[config.mk]
export PLATFORM = sky130hd
export DESIGN_NAME = battery_undervoltage_monitor
export DESIGN_NICKNAME = d
export VERILOG_FILES = /design/src/design/batt_mon_pkg.sv /design/src/design/battery_undervoltage_monitor.sv
export SDC_FILE = /design/constraint.sdc
export NUM_CORES = 1
export LEC_CHECK = 0
export ABC_AREA = 1
export BUFFER_PORTS_ARGS = -buffer_cell sky130_fd_sc_hd__buf_4
export CAP_MARGIN = 20
export CORE_MARGIN = 4
export CORE_UTILIZATION = 39
export DETAILED_ROUTE_END_ITERATION = 12
export HOLD_SLACK_MARGIN = 0.02
export PLACE_DENSITY = 0.77
export SETUP_SLACK_MARGIN = 0.5
export SLEW_MARGIN = 15
export SYNTH_ARGS = -nofsm -noshare
export SYNTH_HDL_FRONTEND = slang
export SYNTH_SLANG_ARGS = --single-unit
[constraint.sdc]
create_clock -name mclk -period 1.8 [get_ports mclk]
set_input_delay 0.09 -clock mclk [delete_from_list [all_inputs] [get_ports mclk]]
set_output_delay 0.09 -clock mclk [all_outputs]
set_load 0.01 [all_outputs]
[src/design/batt_mon_pkg.sv]
// Function
// - normal mode drives bridge from selected scheme
// - tri-state on fault, auto resume
// - disabled state holds until host clears count hit and reinits
// - logic supply fault tri-states, pulls disable low
// - filtered low battery disables bridge
// - filter applies to both transitions
// - recovery resumes with current inputs, settings kept
// - unlatched low battery status readable
// - latched low battery flag readable
// - two events in window trip guard
// - host bit enables window guard
// - guard enable echoed back
// - host bit selects 20 or 40 us
// - window selection echoed back
// - count hit flag readable
// - guard off means unlimited tri-state cycling
// - short dips ignored entirely
package batt_mon_pkg;
  // ****************************************
  // register map
  // ****************************************
  localparam int        ADDR_W        = 4;
  localparam logic [3:0] ADDR_CFG     = 4'h0;
  localparam logic [3:0] ADDR_STATUS  = 4'h1;
  localparam logic [3:0] ADDR_CLEAR   = 4'h2;
  localparam logic [3:0] ADDR_DRIVE   = 4'h3;
  // cfg fields (command frame 4 positions)
  localparam int CFG_WIN_BIT    = 0;
  localparam int CFG_GUARD_BIT  = 3;
  // status fields
  localparam int ST_LOW_NOW     = 0;
  localparam int ST_LOW_LATCH   = 5;
  localparam int ST_COUNT_HIT   = 8;
  localparam int ST_WIN_RB      = 16;
  localparam int ST_GUARD_RB    = 19;
  localparam int ST_DISABLED    = 24;
  localparam int ST_TRISTATE    = 25;
  // clear / drive fields
  localparam int CLR_LOW_LATCH  = 0;
  localparam int CLR_COUNT_HIT  = 1;
  localparam int CLR_REINIT     = 2;
  localparam int DRV_MODE_BIT   = 0;
  // ****************************************
  // timing
  // ****************************************
  localparam int CLK_MHZ        = 100;
  localparam int FILT_TIME_NS   = 2000;
  localparam int WIN_SHORT_US   = 20;
  localparam int WIN_LONG_US    = 40;
  localparam int FILT_CYC       = FILT_TIME_NS * CLK_MHZ / 1000;
  localparam int WIN_SHORT_CYC  = WIN_SHORT_US * CLK_MHZ;
  localparam int WIN_LONG_CYC   = WIN_LONG_US * CLK_MHZ;
  typedef enum logic [1:0] {ST_NORMAL, ST_TRI, ST_DIS} bridge_state_t;
endpackage : batt_mon_pkg

[src/design/battery_undervoltage_monitor.sv]
// Chosen here: the register addresses and the plain strobed port.
`timescale 1ns/10ps
module battery_undervoltage_monitor #(
  parameter int FILT_CYCLES = batt_mon_pkg::FILT_CYC,
  parameter int WIN_S_CYC   = batt_mon_pkg::WIN_SHORT_CYC,
  parameter int WIN_L_CYC   = batt_mon_pkg::WIN_LONG_CYC
) (
  // clock and reset
  input  wire logic                          mclk,
  input  wire logic                          sys_rst,
  // register port
  input  wire logic [batt_mon_pkg::ADDR_W-1:0] addr,
  input  wire logic [31:0]                   wdata,
  input  wire logic                          wr,
  input  wire logic                          rd,
  output logic      [31:0]                   rdata,
  // analog comparators and control pins
  input  wire logic                          batt_low_cmp,
  input  wire logic                          logic_supply_fault,
  input  wire logic                          drive_input_a,
  input  wire logic                          drive_input_b,
  // bridge
  output logic                               hs_a,
  output logic                               ls_a,
  output logic                               hs_b,
  output logic                               ls_b,
  output logic                               bridge_en,
  // disable pin (open drain)
  input  wire logic                          dis_n_in,
  output logic                               dis_n_out,
  output logic                               dis_n_oe
);
  import batt_mon_pkg::*;

  initial begin
    if (FILT_CYCLES < 1 || WIN_S_CYC < 1 || WIN_L_CYC < WIN_S_CYC)
      $error("bad timing parameters");
  end

  localparam int CW = $clog2(WIN_L_CYC + 1);
  localparam int FW = $clog2(FILT_CYCLES + 1);

  // ****************************************
  // input synchronisers
  // ****************************************
  logic [4:0] s1_r;
  logic [4:0] s2_r;
  always_ff @(posedge mclk) begin
    if (sys_rst) begin
      s1_r <= 5'h0;
      s2_r <= 5'h0;
    end else begin
      s1_r <= {dis_n_in, logic_supply_fault, drive_input_b,
               drive_input_a, batt_low_cmp};
      s2_r <= s1_r;
    end
  end
  logic cmp_s, lsf_s, ina_s, inb_s;
  assign cmp_s = s2_r[0];
  assign ina_s = s2_r[1];
  assign inb_s = s2_r[2];
  assign lsf_s = s2_r[3];

  // ****************************************
  // configuration
  // ****************************************
  logic win_sel_r, guard_en_r, drv_mode_r;
  always_ff @(posedge mclk) begin
    if (sys_rst) begin
      win_sel_r  <= 1'b0;
      guard_en_r <= 1'b0;
    end else if (wr && addr == ADDR_CFG) begin
      win_sel_r  <= wdata[CFG_WIN_BIT];
      guard_en_r <= wdata[CFG_GUARD_BIT];
    end
  end
  always_ff @(posedge mclk) begin
    if (sys_rst)
      drv_mode_r <= 1'b0;
    else if (wr && addr == ADDR_DRIVE)
      drv_mode_r <= wdata[DRV_MODE_BIT];
  end
  logic clr_wr;
  assign clr_wr = wr && addr == ADDR_CLEAR;

  // ****************************************
  // glitch filter, both directions
  // ****************************************
  logic          low_now_r;
  logic [FW-1:0] filt_cnt_r;
  always_ff @(posedge mclk) begin
    if (sys_rst) begin
      low_now_r  <= 1'b0;
      filt_cnt_r <= '0;
    end else if (cmp_s == low_now_r) begin
      filt_cnt_r <= '0;
    end else if (filt_cnt_r == FW'(FILT_CYCLES - 1)) begin
      low_now_r  <= cmp_s;
      filt_cnt_r <= '0;
    end else begin
      filt_cnt_r <= filt_cnt_r + 1'b1;
    end
  end
  logic low_q_r, low_event;
  always_ff @(posedge mclk) begin
    if (sys_rst) low_q_r <= 1'b0;
    else         low_q_r <= low_now_r;
  end
  assign low_event = low_now_r && !low_q_r;

  // ****************************************
  // sticky flags, set wins over clear
  // ****************************************
  logic low_latch_r, count_hit_r, hit_set;
  always_ff @(posedge mclk) begin
    if (sys_rst)
      low_latch_r <= 1'b0;
    else if (low_event)
      low_latch_r <= 1'b1;
    else if (clr_wr && wdata[CLR_LOW_LATCH])
      low_latch_r <= 1'b0;
  end
  always_ff @(posedge mclk) begin
    if (sys_rst)
      count_hit_r <= 1'b0;
    else if (hit_set)
      count_hit_r <= 1'b1;
    else if (clr_wr && wdata[CLR_COUNT_HIT])
      count_hit_r <= 1'b0;
  end

  // ****************************************
  // event window counter
  // ****************************************
  logic          win_act_r;
  logic [CW-1:0] win_cnt_r;
  logic [CW-1:0] win_len;
  assign win_len = win_sel_r ? CW'(WIN_L_CYC) : CW'(WIN_S_CYC);
  assign hit_set = guard_en_r && low_event && win_act_r;
  always_ff @(posedge mclk) begin
    if (sys_rst || !guard_en_r) begin
      win_act_r <= 1'b0;
      win_cnt_r <= '0;
    end else if (low_event && !win_act_r) begin
      win_act_r <= 1'b1;
      win_cnt_r <= '0;
    end else if (win_act_r) begin
      if (low_event || win_cnt_r == win_len - 1'b1) begin
        win_act_r <= 1'b0;
        win_cnt_r <= '0;
      end else begin
        win_cnt_r <= win_cnt_r + 1'b1;
      end
    end
  end

  // ****************************************
  // functional state
  // ****************************************
  bridge_state_t state_r;
  always_ff @(posedge mclk) begin
    if (sys_rst)
      state_r <= ST_NORMAL;
    else unique case (state_r)
      ST_NORMAL, ST_TRI: begin
        if (hit_set)
          state_r <= ST_DIS;
        else if (low_now_r || lsf_s)
          state_r <= ST_TRI;
        else
          state_r <= ST_NORMAL;
      end
      ST_DIS: begin
        if (clr_wr && wdata[CLR_REINIT] && !count_hit_r)
          state_r <= ST_NORMAL;
      end
    endcase
  end

  // ****************************************
  // bridge drive
  // ****************************************
  logic run;
  logic ha, la, hb, lb;
  assign run = state_r == ST_NORMAL && !low_now_r && !lsf_s;
  always_comb begin
    // mode 0: direction on a, modulation on b; mode 1: independent
    if (drv_mode_r) begin
      ha = ina_s;
      la = !ina_s;
      hb = inb_s;
      lb = !inb_s;
    end else begin
      ha = inb_s && !ina_s;
      la = !ha;
      hb = inb_s && ina_s;
      lb = !hb;
    end
  end
  always_ff @(posedge mclk) begin
    if (sys_rst) begin
      hs_a      <= 1'b0;
      ls_a      <= 1'b0;
      hs_b      <= 1'b0;
      ls_b      <= 1'b0;
      bridge_en <= 1'b0;
    end else begin
      // all gates low whenever not running, so no leg floats half on
      hs_a      <= run & ha;
      ls_a      <= run & la;
      hs_b      <= run & hb;
      ls_b      <= run & lb;
      bridge_en <= run;
    end
  end
  // logic supply fault pulls disable pin low
  always_ff @(posedge mclk) begin
    if (sys_rst) dis_n_oe <= 1'b0;
    else         dis_n_oe <= lsf_s;
  end
  assign dis_n_out = 1'b0;

  // ****************************************
  // read port
  // ****************************************
  always_ff @(posedge mclk) begin
    if (sys_rst)
      rdata <= 32'h0;
    else if (rd) begin
      rdata <= 32'h0;
      if (addr == ADDR_CFG) begin
        rdata[CFG_WIN_BIT]   <= win_sel_r;
        rdata[CFG_GUARD_BIT] <= guard_en_r;
      end else if (addr == ADDR_DRIVE)
        rdata[DRV_MODE_BIT] <= drv_mode_r;
      else if (addr == ADDR_STATUS) begin
        rdata[ST_LOW_NOW]   <= low_now_r;
        rdata[ST_LOW_LATCH] <= low_latch_r;
        rdata[ST_COUNT_HIT] <= count_hit_r;
        rdata[ST_WIN_RB]    <= win_sel_r;
        rdata[ST_GUARD_RB]  <= guard_en_r;
        rdata[ST_DISABLED]  <= state_r == ST_DIS;
        rdata[ST_TRISTATE]  <= state_r == ST_TRI;
      end
    end else
      rdata <= 32'h0;
  end
endmodule : battery_undervoltage_monitor

==> impl_metrics.tcl <==
set metrics [dict create \
    cap_violations 0 \
    hold_viol 0 \
    met2_usage 0.225 \
    via_count 2044 \
    firstDrtPassIters 4 \
    critPathLaunch "win_cnt_r[1]" \
    synthMuxAreaShare 0 \
    holdPathStages 3 \
    power_frac_clock 0.337 \
    drt_iter0_drc 148 \
    start_util 0.403 \
    rsz0062_at_grt "true" \
    dieWidth_um 86.2 \
    grt_remaining_overflow 0 \
    crit_type "register to register" \
    synth_seq_cells 52 \
    ys_seq_area_frac 0.436 \
    crit_path_max_fanout 4 \
    grt_pass1_vias 1871 \
    syn_inst 320 \
    numCtsBuffers 5 \
    diodes 0 \
    syn_area_per_cell_um2 7.46 \
    critPathLaunchType "register" \
    drc_errors 0 \
    grt_max_degree 17 \
    htreeDepth 2 \
    rrSetupSlack_ns 0.46 \
    crit_path_end "win_cnt_r[0]" \
    clk_pin_slew_ns 0.09 \
    end_kind "register" \
    post-route-min-period_ns 1.34 \
    critPathArrivalTime_ns 1.54 \
    reg2reg_to "win_cnt_r[0]" \
    layout-drive-gt1-share 0.240 \
    synth-simple-area-share 0.294 \
    r2r_start "win_cnt_r[1]" \
    gp_congestion 0.863 \
    io_pins 84 \
    peakVddDrop_mv 0.317 \
    dieArea_um2 7430 \
    setup_slack_ns 0.462 \
    antenna_found_initial 0 \
    reg2reg_depth 7 \
    period_share 0.744 \
    synth-compound-area-share 0.0844 \
    timing.hold.ws_ns 0.0383 \
    cts_tree "done" \
    pwr-share-seq 0.601 \
    synth_top_family_by_area "simple AND/OR/NAND/NOR gates" \
    ant_nets 0 \
    nets 412 \
    p_leak_nw 1.20 \
    grtUsageMet1 0.158 \
    die_h_um 86.2 \
    ys_types 31 \
    io_buffers 29 \
    hold_path_startpoint "rd" \
    routed_via_density 4.63 \
    routedWlPerCell_um 11.1 \
    hold_class "input pin to register" \
    pwr-share-comb 0.061 \
    synth_xor_area_frac 0.0147 \
    p_per_area_nw_per_um2 677 \
    clock_skew_ns 0.00474 \
    synthAdderAreaFrac 0.0105 \
    clock.fmax_mhz 747 \
    slew_viol_final 0 \
    crit_required_ns 2.01 \
    setup-tns-final_ns 0 \
    dp_slack_ns 0.330 \
    switchingPower_w 0.000461 \
    grt_pass1_wl_um 7970 \
    std_cell_rows 28 \
    core_area_um2 5920 \
    yosysWarnings 0 \
    clock_sinks 52 \
    grt_util_all_layers 0.132 \
    routed_wl_um 4890 \
    area_delta_synth_final_pct 20.9 \
    internal_power_w 0.00149 \
    status "finished, final reports clean" \
    syn_area_um2 2390 \
    clk_path_buf_depth 2 \
    dpl.hpwl_um 3480 \
    use_met3 0.0266 \
    root_buffer "clkbuf_8" \
    netSwitchingFraction 0.236 \
    clock_latency_ns 0.31 \
    setup_violations 0 \
    top_usage_layer "met2" \
]
-- flip-flops by register name, indices dropped and copies added, names as in the netlist --
name and count:
s2_r 4, hs_a 1, win_act_r 1, win_sel_r 1, state_r 2, drv_mode_r 1
hs_b 1, low_now_r 1, ls_a 1, ls_b 1, dis_n_oe 1, low_latch_r 1
count_hit_r 1, bridge_en 1, win_cnt_r 12, rdata 8, s1_r 4, guard_en_r 1
low_q_r 1, filt_cnt_r 8
-- logic make-up after synthesis --
group | after synthesis
adder cells (fa/ha/maj) | 2
flip-flops | 52
XOR/XNOR | 4
buffers and inverters | 75
AO/OA/AOI/OAI | 37
other | 1
AND/OR/NAND/NOR | 149
-- through the flow --
stage / power, W / cell area, um^2 / instances / util
finish: 0.00195 / 2890 / 441 / 0.487
global route: 0.00205 / 2890 / 441 / 0.487
CTS: 0.00197 / 2810 / 438 / 0.475
detailed placement: 0.00131 / 2580 / 420 / 0.437
global placement: 0.00131 / 2580 / 420 / 0.437
floorplan: 0.00130 / 2480 / 344 / -
-- worst min path at each step --
stage,slack (ns),endpoint
2_1_floorplan,0.16,count_hit_r
3_3_place_gp,0.30,s1_r[1]
3_5_place_dp,0.30,s1_r[0]
4_1_cts,0.03,rdata[0]
5_1_grt,0.05,rdata[0]
6_report,0.04,rdata[0]
-- layout make-up --
class	instances	area, um^2
Fill cell	571	3040
Clock buffer	6	72.6
Multi-Input combinational cell	218	1150
Clock inverter	2	16.3
Timing Repair Buffer	41	318
Tap cell	75	93.8
Sequential cell	52	1050
Inverter	47	180
-- power by group through the flow --
stage / combinational, W / sequential [W] / clock, W
after global routing: 0.000135 / 0.00118 / 0.000736
after detailed placement: 0.000108 / 0.00120 / 0
after floorplan: 0.0000968 / 0.00120 / 0
after global placement: 0.000107 / 0.00120 / 0
final: 0.000120 / 0.00118 / 0.000659
after CTS: 0.000118 / 0.00118 / 0.000677
-- synth_stat cells --
| master | instances | share of area |
|---|---|---|
| inv_2 | 4 | 0.0063 |
| clkbuf_1 | 2 | 0.0031 |
| nor2_2 | 2 | 0.0052 |
| buf_4 | 26 | 0.082 |
| nand4_1 | 8 | 0.021 |
| a21oi_1 | 22 | 0.046 |
| nand3_1 | 12 | 0.025 |
| xor2_1 | 4 | 0.015 |
| nor3b_1 | 1 | 0.0031 |
| nor2_4 | 5 | 0.024 |
| o311a_1 | 1 | 0.0042 |
| a21boi_1 | 1 | 0.0031 |
| dfxtp_1 | 52 | 0.44 |
| a21oi_2 | 1 | 0.0037 |
| or2_2 | 1 | 0.0026 |
| and3_1 | 1 | 0.0026 |
| nand3_2 | 2 | 0.0084 |
| nand2_1 | 66 | 0.10 |
| inv_1 | 43 | 0.068 |
| o21a_1 | 1 | 0.0031 |
| nand2_2 | 2 | 0.0052 |
| nor3b_2 | 2 | 0.010 |
| nand4_2 | 1 | 0.0052 |
| nor2_1 | 39 | 0.061 |
| nor3_1 | 5 | 0.010 |
| nor4_1 | 1 | 0.0026 |
| conb_1 | 1 | 0.0016 |
| o21ai_0 | 10 | 0.021 |
| a211oi_1 | 1 | 0.0031 |
| ha_1 | 2 | 0.010 |
| or2_1 | 1 | 0.0026 |
-- cell usage in the layout, fill, tap and decap left out, types with 8 or more instances in the layout --
cell / instances
dfxtp_2: 9
nand2_1: 63
nor2_1: 36
nand3_1: 11
buf_4: 37
conb_1: 25
inv_1: 41
o21ai_0: 9
a21oi_1: 20
dfxtp_1: 43
nand4_1: 8
-- repair_timing --
item | CTS | global route
gates resized for setup | 16 | 16
setup endpoints to repair | 20 | 17
cloned | 0 | 1
hold buffers | 4 | 0
setup buffers | 6 | 2
pin swaps | 6 | 13
endpoints found under the hold margin | 4 | 0
-- layer usage --
metal,vias up,share of wire
li1,1046,-
met1,939,0.43
met2,49,0.50
met3,10,0.051
met4,0,0.022
met5,-,0
-- critical path, cell delays in order, from the launching register on --
cell and delay, ns:
dfxtp_2 0.36, ha_4 0.16, nand2_4 0.06, nor2_4 0.13, nand3_2 0.10, nor2_4 0.18
nor2_4 0.07, o21a_1 0.17
No activity file was read; power rests on OpenSTA's default activity.
